## config.mk

```make
export PLATFORM = sky130hd
export DESIGN_NAME = serial_sar_adc_readout
export DESIGN_NICKNAME = d
export VERILOG_FILES = /design/src/sar_readout_pkg.sv /design/src/sample_buffer.sv /design/src/serial_sar_adc_readout.sv
export SDC_FILE = /design/constraint.sdc
export NUM_CORES = 1
export LEC_CHECK = 0
export ABC_CLOCK_PERIOD_IN_PS = 3530
export BUFFER_PORTS_ARGS = -buffer_cell sky130_fd_sc_hd__clkbuf_2
export CAP_MARGIN = 40
export CORE_MARGIN = 2
export CORE_UTILIZATION = 59
export DETAILED_ROUTE_END_ITERATION = 10
export PLACE_DENSITY = 0.88
export REMOVE_ABC_BUFFERS = 1
export SETUP_SLACK_MARGIN = 0.02
export SLEW_MARGIN = 20
export SYNTH_ARGS = -nofsm -noshare
export SYNTH_HDL_FRONTEND = slang
export SYNTH_SLANG_ARGS = --single-unit
```

## constraint.sdc

```tcl
create_clock -name clk_i -period 3.53 [get_ports clk_i]
set_input_delay 0.5295 -clock clk_i [delete_from_list [all_inputs] [get_ports clk_i]]
set_output_delay 0.5295 -clock clk_i [all_outputs]
set_load 0.05 [all_outputs]
```

## src/sar_readout_pkg.sv

```systemverilog
// Package for the serial converter readout: widths, counts, phase states.
// Assumes the host clocks the link far slower than clk_i (80 ns link period).
package sar_readout_pkg;
  localparam int unsigned RES_BITS       = 12;
  localparam int unsigned CNT_W          = 5;
  localparam logic [11:0] CODE_MIN       = 12'h000;
  localparam logic [11:0] CODE_MAX       = 12'hfff;
  localparam int unsigned FULL_SCALE     = 4096;
  localparam int unsigned BUF_DEPTH      = 2;
  localparam logic [4:0]  MSB_LAST_FALL  = 5'h0e;
  localparam logic [4:0]  LSB_LAST_FALL  = 5'h19;
  localparam int unsigned CLK_PERIOD_NS  = 8;
  localparam int unsigned HOLD_LIMIT_US  = 1200;
  localparam int unsigned HOLD_LIMIT_CYC = HOLD_LIMIT_US * 1000 / CLK_PERIOD_NS;
  typedef enum logic [2:0] {
    PH_STANDBY,
    PH_ACQUIRE,
    PH_NULL,
    PH_MSB_FIRST,
    PH_LSB_FIRST,
    PH_ZEROS
  } phase_t;
endpackage

```

## src/sample_buffer.sv

```systemverilog
// Two-entry buffer carrying converter samples into the readout.
// Assumes one clock domain and a synchronous active-high reset.
`timescale 1ns/10ps
`default_nettype none
module sample_buffer #(
  parameter int unsigned WIDTH = 12,
  parameter int unsigned DEPTH = 2
) (
  input  wire logic             clk_i,
  input  wire logic             srst_i,
  input  wire logic             in_valid_i,
  output logic                  in_ready_o,
  input  wire logic [WIDTH-1:0] in_data_i,
  output logic                  out_valid_o,
  input  wire logic             out_ready_i,
  output logic      [WIDTH-1:0] out_data_o
);
  localparam int unsigned PTR_W = (DEPTH > 1) ? $clog2(DEPTH) : 1;

  logic [WIDTH-1:0] mem_r [DEPTH];
  logic [WIDTH-1:0] mem_nxt [DEPTH];
  logic [PTR_W-1:0] wr_r, wr_nxt, rd_r, rd_nxt;
  logic [PTR_W:0]   cnt_r, cnt_nxt;
  logic [WIDTH-1:0] dout_r, dout_nxt;
  logic             push, pop;

  assign in_ready_o  = (cnt_r != (PTR_W+1)'(DEPTH));
  assign out_valid_o = (cnt_r != '0);
  assign out_data_o  = dout_r;
  assign push        = in_valid_i && in_ready_o;
  assign pop         = out_valid_o && out_ready_i;

  always_comb begin
    mem_nxt = mem_r;
    wr_nxt  = wr_r;
    rd_nxt  = rd_r;
    cnt_nxt = cnt_r;
    if (push) begin
      mem_nxt[wr_r] = in_data_i;
      wr_nxt = (wr_r == PTR_W'(DEPTH-1)) ? '0 : wr_r + 1'b1;
    end
    if (pop) begin
      rd_nxt = (rd_r == PTR_W'(DEPTH-1)) ? '0 : rd_r + 1'b1;
    end
    cnt_nxt = cnt_r + (PTR_W+1)'(push) - (PTR_W+1)'(pop);
    // Registered head: shows the entry that will be at the read pointer
    if (cnt_nxt == '0) begin
      dout_nxt = '0;
    end else begin
      dout_nxt = mem_nxt[rd_nxt];
    end
  end

  always_ff @(posedge clk_i) begin
    if (srst_i) begin
      wr_r   <= '0;
      rd_r   <= '0;
      cnt_r  <= '0;
      dout_r <= '0;
      for (int i = 0; i < DEPTH; i++) begin
        mem_r[i] <= '0;
      end
    end else begin
      wr_r   <= wr_nxt;
      rd_r   <= rd_nxt;
      cnt_r  <= cnt_nxt;
      dout_r <= dout_nxt;
      mem_r  <= mem_nxt;
    end
  end
endmodule // sample_buffer
`default_nettype wire

```

## src/serial_sar_adc_readout.sv

```systemverilog
// Serial readout and conversion sequencing of a 12-bit SAR converter.
// Assumes the host's chip select and serial clock are asynchronous pins,
// and that the analog side delivers settled codes over a valid/ready port.
//
// Notes on behaviour
// - Select low starts session, high ends it
// - Acquire 1.5 clocks from first rise
// - Then hold input, one bit per clock
// - Output floats for first two clocks
// - Second falling edge drives low null bit
// - Next twelve falls give result MSB first
// - MSB appears at third falling edge
// - Output changes on falling edges only
// - Further clocks repeat result LSB first
// - LSB sequence shares final bit, then bit one
// - Afterwards zeros forever while selected
// - Tolerate varying clock period and duty
// - Result is 4096 times input over reference
// - Result clamps at 000h and fff
`timescale 1ns/10ps
`default_nettype none
module serial_sar_adc_readout (
  input  wire logic        clk_i,
  input  wire logic        srst_i,
  input  wire logic        chip_select_shutdown_n_i,
  input  wire logic        sclk_i,
  output logic             dout_o,
  output logic             dout_oe_o,
  input  wire logic        code_valid_i,
  output logic             code_ready_o,
  input  wire logic [11:0] code_i,
  input  wire logic        code_below_i,
  input  wire logic        code_above_i,
  output logic             sample_capacitor_track_o,
  output logic             converting_o,
  output logic             standby_o
);
  localparam int unsigned W = sar_readout_pkg::RES_BITS;

  // Two-stage synchronisers for the asynchronous pins
  logic cs_meta_r, cs_sync_r, cs_prev_r;
  logic ck_meta_r, ck_sync_r, ck_prev_r;
  logic cs_meta_nxt, cs_sync_nxt, cs_prev_nxt;
  logic ck_meta_nxt, ck_sync_nxt, ck_prev_nxt;
  logic ck_rise, ck_fall, cs_fall, selected;

  always_comb begin
    cs_meta_nxt = chip_select_shutdown_n_i;
    cs_sync_nxt = cs_meta_r;
    cs_prev_nxt = cs_sync_r;
    ck_meta_nxt = sclk_i;
    ck_sync_nxt = ck_meta_r;
    ck_prev_nxt = ck_sync_r;
  end

  always_ff @(posedge clk_i) begin
    if (srst_i) begin
      // Select taken as low at reset: only a real high on the pin arms a session
      cs_meta_r <= 1'b0;
      cs_sync_r <= 1'b0;
      cs_prev_r <= 1'b0;
      ck_meta_r <= 1'b0;
      ck_sync_r <= 1'b0;
      ck_prev_r <= 1'b0;
    end else begin
      cs_meta_r <= cs_meta_nxt;
      cs_sync_r <= cs_sync_nxt;
      cs_prev_r <= cs_prev_nxt;
      ck_meta_r <= ck_meta_nxt;
      ck_sync_r <= ck_sync_nxt;
      ck_prev_r <= ck_prev_nxt;
    end
  end

  assign selected = !cs_sync_r;
  assign cs_fall  = cs_prev_r && !cs_sync_r;
  assign ck_rise  = selected && ck_sync_r && !ck_prev_r;
  assign ck_fall  = selected && !ck_sync_r && ck_prev_r;

  // Armed only after select has been seen high since reset
  logic armed_r, armed_nxt;

  // Code arrives through a small buffer so a late readout loses no sample
  logic          buf_valid, buf_ready, buf_in_ready;
  logic [W-1:0]  buf_data;
  logic [W-1:0]  clamped;

  always_comb begin
    clamped = code_i;
    if (code_below_i) begin
      clamped = sar_readout_pkg::CODE_MIN;
    end else if (code_above_i) begin
      clamped = sar_readout_pkg::CODE_MAX;
    end
  end

  assign code_ready_o = buf_in_ready;

  sample_buffer #(
    .WIDTH (W),
    .DEPTH (sar_readout_pkg::BUF_DEPTH)
  ) u_sample_buffer (
    .clk_i       (clk_i),
    .srst_i      (srst_i),
    .in_valid_i  (code_valid_i),
    .in_ready_o  (buf_in_ready),
    .in_data_i   (clamped),
    .out_valid_o (buf_valid),
    .out_ready_i (buf_ready),
    .out_data_o  (buf_data)
  );

  sar_readout_pkg::phase_t phase_r, phase_nxt;
  logic [sar_readout_pkg::CNT_W-1:0] fall_cnt_r, fall_cnt_nxt;
  logic [W-1:0] result_r, result_nxt;
  logic         dout_r, dout_nxt;
  logic         oe_r, oe_nxt;
  logic         track_r, track_nxt;
  logic [3:0]   idx;
  logic [sar_readout_pkg::CNT_W-1:0] fall_pos;

  // Number of the coming fall, taken from the register to avoid a comb loop
  assign fall_pos = fall_cnt_r + 1'b1;

  // Bit index within the result for the current falling edge
  always_comb begin
    idx = '0;
    if (fall_pos <= sar_readout_pkg::MSB_LAST_FALL) begin
      idx = 4'(sar_readout_pkg::MSB_LAST_FALL - fall_pos);
    end else begin
      idx = 4'(fall_pos - sar_readout_pkg::MSB_LAST_FALL);
    end
  end

  // Result taken when acquisition closes; code read from buffer head
  assign buf_ready = ck_fall && (phase_r == sar_readout_pkg::PH_ACQUIRE) && (fall_cnt_r != '0);

  always_comb begin
    armed_nxt    = armed_r;
    phase_nxt    = phase_r;
    fall_cnt_nxt = fall_cnt_r;
    result_nxt   = result_r;
    dout_nxt     = dout_r;
    oe_nxt       = oe_r;
    track_nxt    = track_r;
    if (!selected) begin
      armed_nxt    = 1'b1;
      phase_nxt    = sar_readout_pkg::PH_STANDBY;
      fall_cnt_nxt = '0;
      oe_nxt       = 1'b0;
      dout_nxt     = 1'b0;
      track_nxt    = 1'b0;
    end else begin
      unique case (phase_r)
        sar_readout_pkg::PH_STANDBY: begin
          if (armed_r && cs_fall) begin
            phase_nxt = sar_readout_pkg::PH_ACQUIRE;
          end
        end
        sar_readout_pkg::PH_ACQUIRE: begin
          if (ck_rise && !track_r) begin
            track_nxt = 1'b1;
          end
          if (ck_fall && track_r) begin
            fall_cnt_nxt = fall_cnt_r + 1'b1;
            if (fall_cnt_r != '0) begin
              // Second fall: hold the charge, drive null bit
              track_nxt  = 1'b0;
              result_nxt = buf_valid ? buf_data : result_r;
              phase_nxt  = sar_readout_pkg::PH_NULL;
              oe_nxt     = 1'b1;
              dout_nxt   = 1'b0;
            end
          end
        end
        sar_readout_pkg::PH_NULL,
        sar_readout_pkg::PH_MSB_FIRST,
        sar_readout_pkg::PH_LSB_FIRST: begin
          // Only falling edges move the output; rises are ignored
          if (ck_fall) begin
            fall_cnt_nxt = fall_cnt_r + 1'b1;
            dout_nxt     = result_r[idx];
            if (fall_cnt_nxt == sar_readout_pkg::MSB_LAST_FALL) begin
              phase_nxt = sar_readout_pkg::PH_LSB_FIRST;
            end else if (fall_cnt_nxt > sar_readout_pkg::LSB_LAST_FALL) begin
              phase_nxt = sar_readout_pkg::PH_ZEROS;
              dout_nxt  = 1'b0;
            end else if (phase_r == sar_readout_pkg::PH_NULL) begin
              phase_nxt = sar_readout_pkg::PH_MSB_FIRST;
            end
          end
        end
        sar_readout_pkg::PH_ZEROS: begin
          if (ck_fall) begin
            dout_nxt = 1'b0;
          end
        end
        default: begin
          phase_nxt = sar_readout_pkg::PH_STANDBY;
        end
      endcase
    end
  end

  always_ff @(posedge clk_i) begin
    if (srst_i) begin
      armed_r    <= 1'b0;
      phase_r    <= sar_readout_pkg::PH_STANDBY;
      fall_cnt_r <= '0;
      result_r   <= '0;
      dout_r     <= 1'b0;
      oe_r       <= 1'b0;
      track_r    <= 1'b0;
    end else begin
      armed_r    <= armed_nxt;
      phase_r    <= phase_nxt;
      fall_cnt_r <= fall_cnt_nxt;
      result_r   <= result_nxt;
      dout_r     <= dout_nxt;
      oe_r       <= oe_nxt;
      track_r    <= track_nxt;
    end
  end

  assign dout_o                   = dout_r;
  assign dout_oe_o                = oe_r;
  assign sample_capacitor_track_o = track_r;
  assign converting_o             = (phase_r == sar_readout_pkg::PH_NULL) ||
                                    (phase_r == sar_readout_pkg::PH_MSB_FIRST);
  assign standby_o                = (phase_r == sar_readout_pkg::PH_STANDBY);
endmodule // serial_sar_adc_readout
`default_nettype wire

```

* Word-level counts from Yosys, hierarchy flattened
Index checks and enable logic that the tools add are counted. Widths: inputs -> output; s select.
Storage, ports and cells: memory bits (read-only) 0, latch bits 0, memories kept 0, bits in writable memories 0, bits in registers 70
Cells by class: add/subtract/negate cells 7, eq/ne operators 13, shift-type cells 0, multiplexer cells 36, reduce and logical (&&, ||, !) cells 32, bitwise gates (word level) 4, multipliers 0, div/mod/pow operators 0, magnitude comparators 6
Operators with widths (count):
- $mux 12 | 6
- $bwmux 24 | 1
- $mux 24 | 1
- $mux 3 | 7
- $logic_and 1x1->1 | 13
- $mux 1 | 13
- $demux 12 s1 | 1
- $pmux 3 s4 | 1
- $mux 5 | 2
- $pmux 5 s2 | 1
- $reduce_and 5->1 | 2
- $eq 3x2->1 const B | 2
- $eq 3x3->1 const B | 2
- $ne 2x1->1 const B | 3
- $ne 2x2->1 const B | 3
- $reduce_and 3->1 | 2
- $reduce_and 6->1 | 1
- $add 5x1->5 const B | 1
- $eq 5x4->1 const B | 1
- $gt 5x5->1 const B | 1
- $le 5x4->1 const B | 1
- $lt 4x5->1 const B | 1
- $reduce_bool 5->1 | 1
- $bmux 1 s4 | 1
- 21 further kinds | 30

* Longest topological paths before layout
Gate-level depths: netlist of the first run.
word-level depth 11, mapped depth 15

* By module
Synthesis of the first run repeated with hierarchy kept, for this count alone.
Second synthesis, totals: cell total of the unflattened synthesis 357, area, all modules 3295.7 um2
By module, submodules not included:
- serial_sar_adc_readout | area each 1735.4 um2, cells an instance 201, times used 1, sequential area each 600.6 um2
- sample_buffer | area each 1560.2 um2, cells an instance 156, times used 1, sequential area each 800.8 um2

* Worst setup path after synthesis of the first run
Ideal clock, no wire load.
kind reg-to-reg, start point register fall_cnt_r[0] (netlist bit), end point register u_sample_buffer.dout_r[10] (netlist: u_sample_buffer.out_data_o[10]), cell stages (with the launch flop) 16, setup slack 546 ps, arrival 2856 ps, setup time 128 ps, required time 3402 ps, clock period less this slack 2984 ps, path buffers 2, cells stage by stage dfxtp_1 clkbuf_1 inv_1 ha_1 nor4b_1 nand3b_1 nor2_1 ha_1 inv_1 ha_1 xor2_1 xnor2_1 nor2_1 nor2_1 clkbuf_1 nor2_1
Between the ends: cells in the longest elaborated chain, start to end 8, elaborated cells on any way between the ends 11
RTL lines:
- start, declared | line serial_sar_adc_readout.sv:114 | logic [sar_readout_pkg::CNT_W-1:0] fall_cnt_r, fall_cnt_nxt;
- start signal, assigned | line serial_sar_adc_readout.sv:217 | fall_cnt_r <= fall_cnt_nxt;
- $reduce_bool 5->1 * | line serial_sar_adc_readout.sv:136 | assign buf_ready = ck_fall && (phase_r == sar_readout_pkg::PH_ACQUIRE) && (fall_cnt_r != '0);
- $logic_and 1x1->1 * | line serial_sar_adc_readout.sv:136
- $logic_and 1x1->1 * | line sample_buffer.sv:31 | assign pop = out_valid_o && out_ready_i;
- parallel branches: the longest is 5 deep, another holds $sub 2x1->2
- end signal, assigned | line sample_buffer.sv:67 | dout_r <= dout_nxt;
- end, declared | line sample_buffer.sv:24 | logic [WIDTH-1:0] dout_r, dout_nxt;
Every way passes the cells marked *. The select of a mux whose other input is x is not followed. A chain may end at the register's enable or synchronous reset.

* Worst setup path after layout of the first run
start point register fall_cnt_r[0] (netlist bit), end point register u_sample_buffer.dout_r[7] (netlist: u_sample_buffer.out_data_o[7])
The elaborated chain is that of the path after synthesis.

==> insert_results.sql, run 1 <==
INSERT INTO impl_metrics (metric_group, metric, value, unit) VALUES
('clock_tree', 'cts_buffers', '9', ''),
('route', 'wire_per_inst', '13.7', 'um'),
('floorplanning', 'die-area', '5920', 'um2'),
('sta', 'worst_pin_slew', '0.579', 'ns'),
('layout', 'final_util', '69.2', '%'),
('global_route', 'grt_start_max_net_pins', '49', ''),
('clock_tree', 'post-cts-setup-buffers', '0', ''),
('sta', 'achievable-frequency', '323', 'MHz'),
('sta', 'timing.setup.tns', '0', 'ns'),
('sta', 'fin_skew', '0.00661', 'ns'),
('placed_design', 'detailedPlacementHpwl', '4180', 'um'),
('sta', 'final.period_utilization', '87.7', '%'),
('global_route', 'antenna_violations_before_repair', '0', ''),
('global_route', 'grt_usage', '22.9', '%'),
('pwr', 'cellPowerDensity', '485', 'nW/um2'),
('logic_synthesis', 'post_synth_edffs', '0', ''),
('setup_path', 'worst-setup-path-type', 'reg2reg', ''),
('route', 'routed_via_density', '5.51', ''),
('global_route', 'first_global_vias', '2441', ''),
('run', 'cap_viol_max_count', '0', ''),
('logic_synthesis', 'synthArstFlopShare', '0', '%'),
('logic_synthesis', 'synth_area', '3140', 'um2'),
('setup_path', 'crit_path_start_kind', 'register', ''),
('route', 'ant_nets', '0', ''),
('route', 'top_layer_used', 'met4', ''),
('placed_design', 'port-buffer-count', '24', ''),
('logic_synthesis', 'ys_dominant_reg_cell', 'dfxtp_1', ''),
('logic_synthesis', 'synth_top_cell_by_area', 'dfxtp_1', ''),
('logic_synthesis', 'yosys.area_share.simple', '21.4', '%'),
('run_status', 'status', 'finished, final reports clean', ''),
('pwr', 'ir_worst_vdd', '0.421', 'mV'),
('layout', 'antenna_cells_inserted', '0', ''),
('floorplanning', 'coreArea', '5110', 'um2'),
('sta', 'final_max_slew_viol_count', '0', ''),
('route', 'dr_wl_met2', '3050', 'um'),
('logic_synthesis', 'synth_compound_gate_area_share', '8.13', '%'),
('route', 'route.vias.total', '2501', ''),
('layout', 'num-fill-cells', '397', ''),
('clock_tree', 'clock-root-buffer', 'clkbuf_8', ''),
('logic_synthesis', 'synthDistinctLibCells', '40', ''),
('logic_synthesis', 'syn-mean-instance-area', '8.74', 'um2'),
('clock_tree', 'cts_resized', '0', ''),
('setup_path', 'cp.required', '3.76', 'ns'),
('logic_synthesis', 'synth_top_area_share', '44.6', '%'),
('sta', 'setup_viol_count_final', '0', ''),
('logic_synthesis', 'combinational_family_with_the_most_area_after_synthesis', 'simple AND/OR/NAND/NOR gates', ''),
('route', 'post-route-drc-count', '0', ''),
('global_route', 'grt.overflow.total', '0', ''),
('clock_tree', 'clk-insertion-delay-late', '0.34', 'ns'),
('sta', 'post-route-min-period', '3.10', 'ns'),
('logic_synthesis', 'post_synth_mux_area_share', '15.0', '%'),
('min_path', 'class_of_the_worst_hold_path', 'in2reg', ''),
('floorplanning', 'num_rows', '26', ''),
('setup_path', 'worstSetupEndpointType', 'register', ''),
('floorplanning', 'io-pin-count', '25', ''),
('setup_path', 'cp_data_arrival_time', '3.33', 'ns'),
('route', 'detail_route.wirelength.met1', '2790', 'um'),
('pwr', 'power.leakage', '1.38', 'nW'),
('logic_synthesis', 'synth_fa_ha_area_share', '3.59', '%'),
('logic_synthesis', 'synth-seq-area-share', '44.6', '%'),
('layout', 'multiInputGateArea', '1620', 'um2'),
('layout', 'layout-drive-gt1-share', '16.9', '%'),
('global_route', 'global_route_wire_length_before_repair', '11000', 'um'),
('clock_tree', 'tritoncts', 'built', ''),
('route', 'first_iter_violations', '132', ''),
('floorplanning', 'start_util', '61.5', '%'),
('route', 'met3WireLength', '298', 'um'),
('logic_synthesis', 'synth_seq_cells', '70', ''),
('floorplanning', 'die_height', '76.9', 'um'),
('logic_synthesis', 'yosys_warnings', '0', ''),
('clock_tree', 'worst_setup_hold_path_clk_slew', '0.07', 'ns');
## worst max-delay path, cell delays in order, from the launching register on
cell and delay (ns):
dfxtp_1 0.61, inv_1 0.24, ha_1 0.29, nor4b_1 0.17, nand3b_1 0.22, nor2_1 0.21
ha_1 0.26, inv_1 0.06, ha_1 0.15, xor2_1 0.20, xnor2_1 0.15, nor2_1 0.07
nor2_1 0.12, buf_4 0.19, nor2_1 0.06
## logic make-up (layout without fill, tap and decap cells)
kind of cell / after synthesis / after routing
buffers and inverters: 31 / 56
flip-flops: 70 / 70
multiplexers: 43 / 43
XOR/XNOR: 12 / 12
AO/OA/AOI/OAI: 44 / 44
AND/OR/NAND/NOR: 150 / 150
adder cells (fa/ha/maj): 9 / 9
## report_power, final
| part | leakage, nW | switching (mW) | internal (mW) | total [mW] |
|---|---|---|---|---|
| sequential | 0.569 | 0.0138 | 0.825 | 0.838 |
| clock | 0.113 | 0.298 | 0.419 | 0.717 |
| combinational | 0.698 | 0.0956 | 0.0657 | 0.161 |
## area by class of cell
class	count	area share (%)
clock buffers	11	4.00
multi-input cells	258	45.7
repair buffers	30	4.78
well taps	70	2.48
inverters	10	1.06
clock inverters	5	2.34
flip-flops and latches	70	39.6
## registers in the layout, indices dropped and copies added (netlist names), 2 cells and up
name	flops
phase_r	3
u_sample_buffer.cnt_r	2
fall_cnt_r	5
u_sample_buffer.mem_r	24
result_r	12
u_sample_buffer.out_data_o	12
## path summary, 6_finish.rpt
path	from	endpoint	slack, ns	depth (start not counted)
max	fall_cnt_r[0]	u_sample_buffer.out_data_o[7]	0.43	14
min	chip_select_shutdown_n_i	cs_meta_r	0.40	2
max reg2reg	fall_cnt_r[0]	u_sample_buffer.out_data_o[7]	0.43	14
min reg2reg	cs_meta_r	cs_prev_nxt	0.44	1
## cell usage after synthesis, types with 2 or more instances
master / count
a31oi_1: 2
clkbuf_1: 15
o21ai_0: 10
dfxtp_1: 70
mux2i_1: 29
or3_1: 2
nand2_1: 7
buf_1: 2
ha_1: 9
a32oi_1: 2
nor3_1: 16
a21oi_1: 23
nor2_1: 97
xor2_1: 3
inv_1: 9
mux2_2: 12
nand2b_1: 2
mux4_2: 2
nor3b_1: 3
nand3_1: 4
buf_2: 4
nand3b_1: 3
xnor2_1: 9
nor2b_1: 8
## metrics by stage
| stage | instance area [um2] | worst slack, ns | instances | hold WS [ns] | power, mW |
|---|---|---|---|---|---|
| finish | 3540 | 0.433 | 454 | 0.396 | 1.72 |
| global route | 3540 | 0.131 | 454 | 0.410 | 1.78 |
| CTS | 3520 | 0.417 | 453 | 0.393 | 1.72 |
| detailed placement | 3300 | 0.459 | 437 | 0.425 | 1.01 |
| global placement | 3300 | 0.663 | 437 | 0.416 | 1.00 |
| floorplan | 3060 | 0.669 | 338 | 0.414 | 0.956 |
## layer usage
metal / track usage (%) / vias to the layer above
li1: - / 1252
met1: 28.3 / 1170
met2: 39.5 / 66
met3: 5.41 / 13
met4: 6.91 / 0
met5: 0 / -
## placed cells by master (no fill, tap or decap), drive strengths merged, types with 2 or more instances in the layout
cell    instances
a32oi           2
nand2           8
a21oi          23
o21ai          11
clkbuf         35
mux2i          29
dfxtp          70
nand2b          2
or3             2
xnor2           9
clkinv          3
nor2           97
a311oi          2
nor2b           8
buf             6
bufinv          2
nor3           16
mux2           12
a31oi           2
nor3b           3
xor2            3
mux4            2
nand3b          3
ha              9
nand3           4
inv            10
Power figures use the tool's default switching activity.
==> run 2, diff against run 1 <==
- MAX_ROUTING_LAYER: default -> met4
==> insert_results.sql, run 2 (synthesis gave the netlist of run 1 again) <==
INSERT INTO impl_metrics (metric_group, metric, value, unit) VALUES
('run_status', 'status', 'finished, final reports clean', ''),
('global_route', 'grt_busiest_layer', 'met2', ''),
('pwr', 'power_switching', '0.393', 'mW'),
('global_route', 'globalRouteMet3Util', '5.41', '%'),
('placed_design', 'place_ws', '0.526', 'ns'),
('global_route', 'met1_usage', '26.1', '%'),
('setup_path', 'crit_path_start_kind', 'register', ''),
('floorplanning', 'start_util', '61.5', '%'),
('route', 'first_pass_iters', '4', ''),
('layout', 'layoutNonFillerInstCount', '452', ''),
('floorplanning', 'num_rows', '26', ''),
('layout', 'antenna_cells_inserted', '0', ''),
('global_route', 'grt.overflow.total', '0', ''),
('placed_design', 'detailedPlacementHpwl', '4030', 'um'),
('sta', 'final_max_slew_viol_count', '0', ''),
('pwr', 'comb_power_share', '9.9', '%'),
('clock_tree', 'cts_hold_buffers', '0', ''),
('global_route', 'gr-usage-met2', '36.2', '%'),
('pwr', 'cellInternalPower', '1.21', 'mW'),
('layout', 'most-common-layout-cells', 'nor2_1 (97), dfxtp_1 (70), mux2i_1 (29), clkbuf_2 (24), a21oi_1 (23)', ''),
('sta', 'holdWs', '0.400', 'ns'),
('route', 'routed_via_density', '5.41', ''),
('global_route', 'antenna_violations_before_repair', '0', ''),
('setup_path', 'cp_data_arrival_time', '3.29', 'ns'),
('placed_design', 'port-buffer-count', '24', ''),
('layout', 'area_growth_syn_to_layout', '11.2', '%'),
('floorplanning', 'coreArea', '5110', 'um2'),
('clock_tree', 'worst_setup_hold_path_clk_slew', '0.07', 'ns'),
('pwr', 'power.leakage', '1.35', 'nW'),
('global_route', 'global_route_wire_length_before_repair', '10300', 'um'),
('pwr', 'ir_worst_vdd', '0.360', 'mV'),
('layout', 'area.sequential', '1400', 'um2'),
('sta', 'final.period_utilization', '86.8', '%'),
('sta', 'report.final.hold_viol_count', '0', ''),
('route', 'route.vias.total', '2445', ''),
('placed_design', 'placedCellCount', '437', ''),
('layout', 'layout.cells.most_common', 'nor2_1', ''),
('pwr', 'power.sequential.fraction', '52.4', '%'),
('clock_tree', 'clock-root-buffer', 'clkbuf_8', ''),
('layout', 'final_util', '68.3', '%'),
('floorplanning', 'die-area', '5920', 'um2'),
('setup_path', 'worst-setup-path-type', 'reg2reg', ''),
('sta', 'worst_pin_slew', '0.516', 'ns'),
('sta', 'postLayoutSetupSlackWorst', '0.468', 'ns'),
('min_path', 'class_of_the_worst_hold_path', 'in2reg', ''),
('clock_tree', 'cts-htree-levels', '3', ''),
('sta', 'post-route-min-period', '3.06', 'ns'),
('floorplanning', 'io-pin-count', '25', ''),
('pwr', 'clockPowerShare', '37.7', '%'),
('setup_path', 'critical-path-top-delay-family', 'simple AND/OR/NAND/NOR gates', ''),
('sta', 'setup_viol_count_final', '0', ''),
('floorplanning', 'die_height', '76.9', 'um'),
('clock_tree', 'clk-insertion-delay-late', '0.34', 'ns'),
('global_route', 'grt_usage', '22.3', '%'),
('setup_path', 'critical-path-max-stage-delay', '0.59', 'ns'),
('sta', 'achievable-frequency', '327', 'MHz'),
('global_route', 'grt_start_max_net_pins', '49', ''),
('setup_path', 'worstSetupEndpointType', 'register', ''),
('route', 'post-route-drc-count', '0', ''),
('setup_path', 'critPathMostFrequentCell', 'nor2_1', ''),
('clock_tree', 'max-clock-path-buffers', '2', ''),
('setup_path', 'crit_path_cell_trace', 'inv_1 > ha_1 > nor4b_1 > nand3b_1 > nor2_1 > ha_1 > inv_1 > ha_1 > xor2_1 > xnor2_1 > nor2_1 > nor2_1 > buf_4 > nor2_1', ''),
('global_route', 'first_global_vias', '2282', ''),
('setup_path', 'cp.required', '3.76', 'ns'),
('sta', 'grt_setup_unrepaired', 'false', ''),
('clock_tree', 'cts.sinks', '70', ''),
('route', 'first_iter_violations', '102', ''),
('layout', 'design.final.nets', '407', ''),
('layout', 'largest_register_ff_count', '24', ''),
('layout', 'layout-drive-gt1-share', '16.5', '%'),
('route', 'detail_route.wirelength', '5830', 'um'),
('clock_tree', 'tritoncts', 'built', ''),
('pwr', 'cellPowerDensity', '459', 'nW/um2'),
('clock_tree', 'post-cts-setup-buffers', '0', ''),
('run', 'cap_viol_max_count', '0', ''),
('route', 'ant_nets', '0', ''),
('route', 'wire_per_inst', '12.9', 'um'),
('setup_path', 'slowest_stage', 'dfxtp_1', ''),
('layout', 'multiInputGateArea', '1620', 'um2'),
('sta', 'fin_skew', '0.0104', 'ns'),
('layout', 'register_name_with_the_most_flops', 'u_sample_buffer.mem_r', ''),
('setup_path', 'number_of_buffers_and_inverters_on_the_critical_path', '3', ''),
('placed_design', 'finalWeightedCongestion', '0.897', ''),
('sta', 'timing.setup.tns', '0', 'ns'),
('clock_tree', 'cts_buffers', '9', ''),
('clock_tree', 'cts_resized', '0', ''),
('layout', 'num-fill-cells', '421', ''),
('sta', 'timing.max_slew.rel_slack', '65.4', '%'),
('floorplanning', 'die_x', '76.9', 'um'),
('pwr', 'sw_frac_of_total', '24.6', '%'),
('setup_path', 'cp_max_fo', '12', '');
-- run 2: changes by cell type in the layout (fill, tap and decap cells not counted) --
cell,previous run,this run
bufinv_16,2,1
clkbuf_8,10,9
clkinv_4,2,0
clkinvlp_4,0,2
-- run 2: cell type report --
cell class | instances | share of cell area [%]
Inverter | 10 | 1.08
Clock buffer | 10 | 3.66
Multi-Input combinational cell | 258 | 46.3
Timing Repair Buffer | 30 | 4.84
Tap cell | 70 | 2.51
Clock inverter | 4 | 1.43
Sequential cell | 70 | 40.2
-- run 2: per-stage QoR --
stage	instance area [um2]	power, mW
6_report	3490	1.60
5_1_grt	3490	1.67
4_1_cts	3480	1.60
3_5_place_dp	3300	1.01
3_3_place_gp	3300	1.00
2_1_floorplan	3060	0.956
-- run 2: power groups by stage --
stage / logic, mW / clock network, mW / registers [mW]
2_1_floorplan: 0.104 / 0 / 0.852
3_3_place_gp: 0.150 / 0 / 0.854
3_5_place_dp: 0.155 / 0 / 0.856
4_1_cts: 0.157 / 0.610 / 0.838
5_1_grt: 0.178 / 0.647 / 0.840
6_report: 0.159 / 0.604 / 0.838
-- run 2: per-layer routing --
metal / part of all wire (%) / vias to the layer above / wire length [um]
li1: - / 1248 / -
met1: 45 / 1125 / 2650
met2: 48 / 60 / 2770
met3: 4.7 / 12 / 276
met4: 2.3 / 0 / 135
met5: 0 / - / 0
-- run 2: worst register-to-register path, delay by kind of cell (launching register included) --
| family | cells | cell delay [ns] |
|---|---|---|
| xor gates and xnor gates | 2 | 0.36 |
| DFF | 1 | 0.59 |
| buffers and inverters | 3 | 0.46 |
| adders and majority gates | 3 | 0.69 |
| and+or+nand+nor | 6 | 0.85 |
-- run 2: final timing paths --
| check | slack, ns | to | from | cells past startpoint |
|---|---|---|---|---|
| worst min register to register | 0.44 | ck_prev_nxt | ck_meta_r | 1 |
| worst max-delay path | 0.47 | u_sample_buffer.out_data_o[6] | fall_cnt_r[0] | 14 |
| worst max register to register | 0.47 | u_sample_buffer.out_data_o[6] | fall_cnt_r[0] | 14 |
| worst min-delay path | 0.40 | ck_meta_r | sclk_i | 2 |
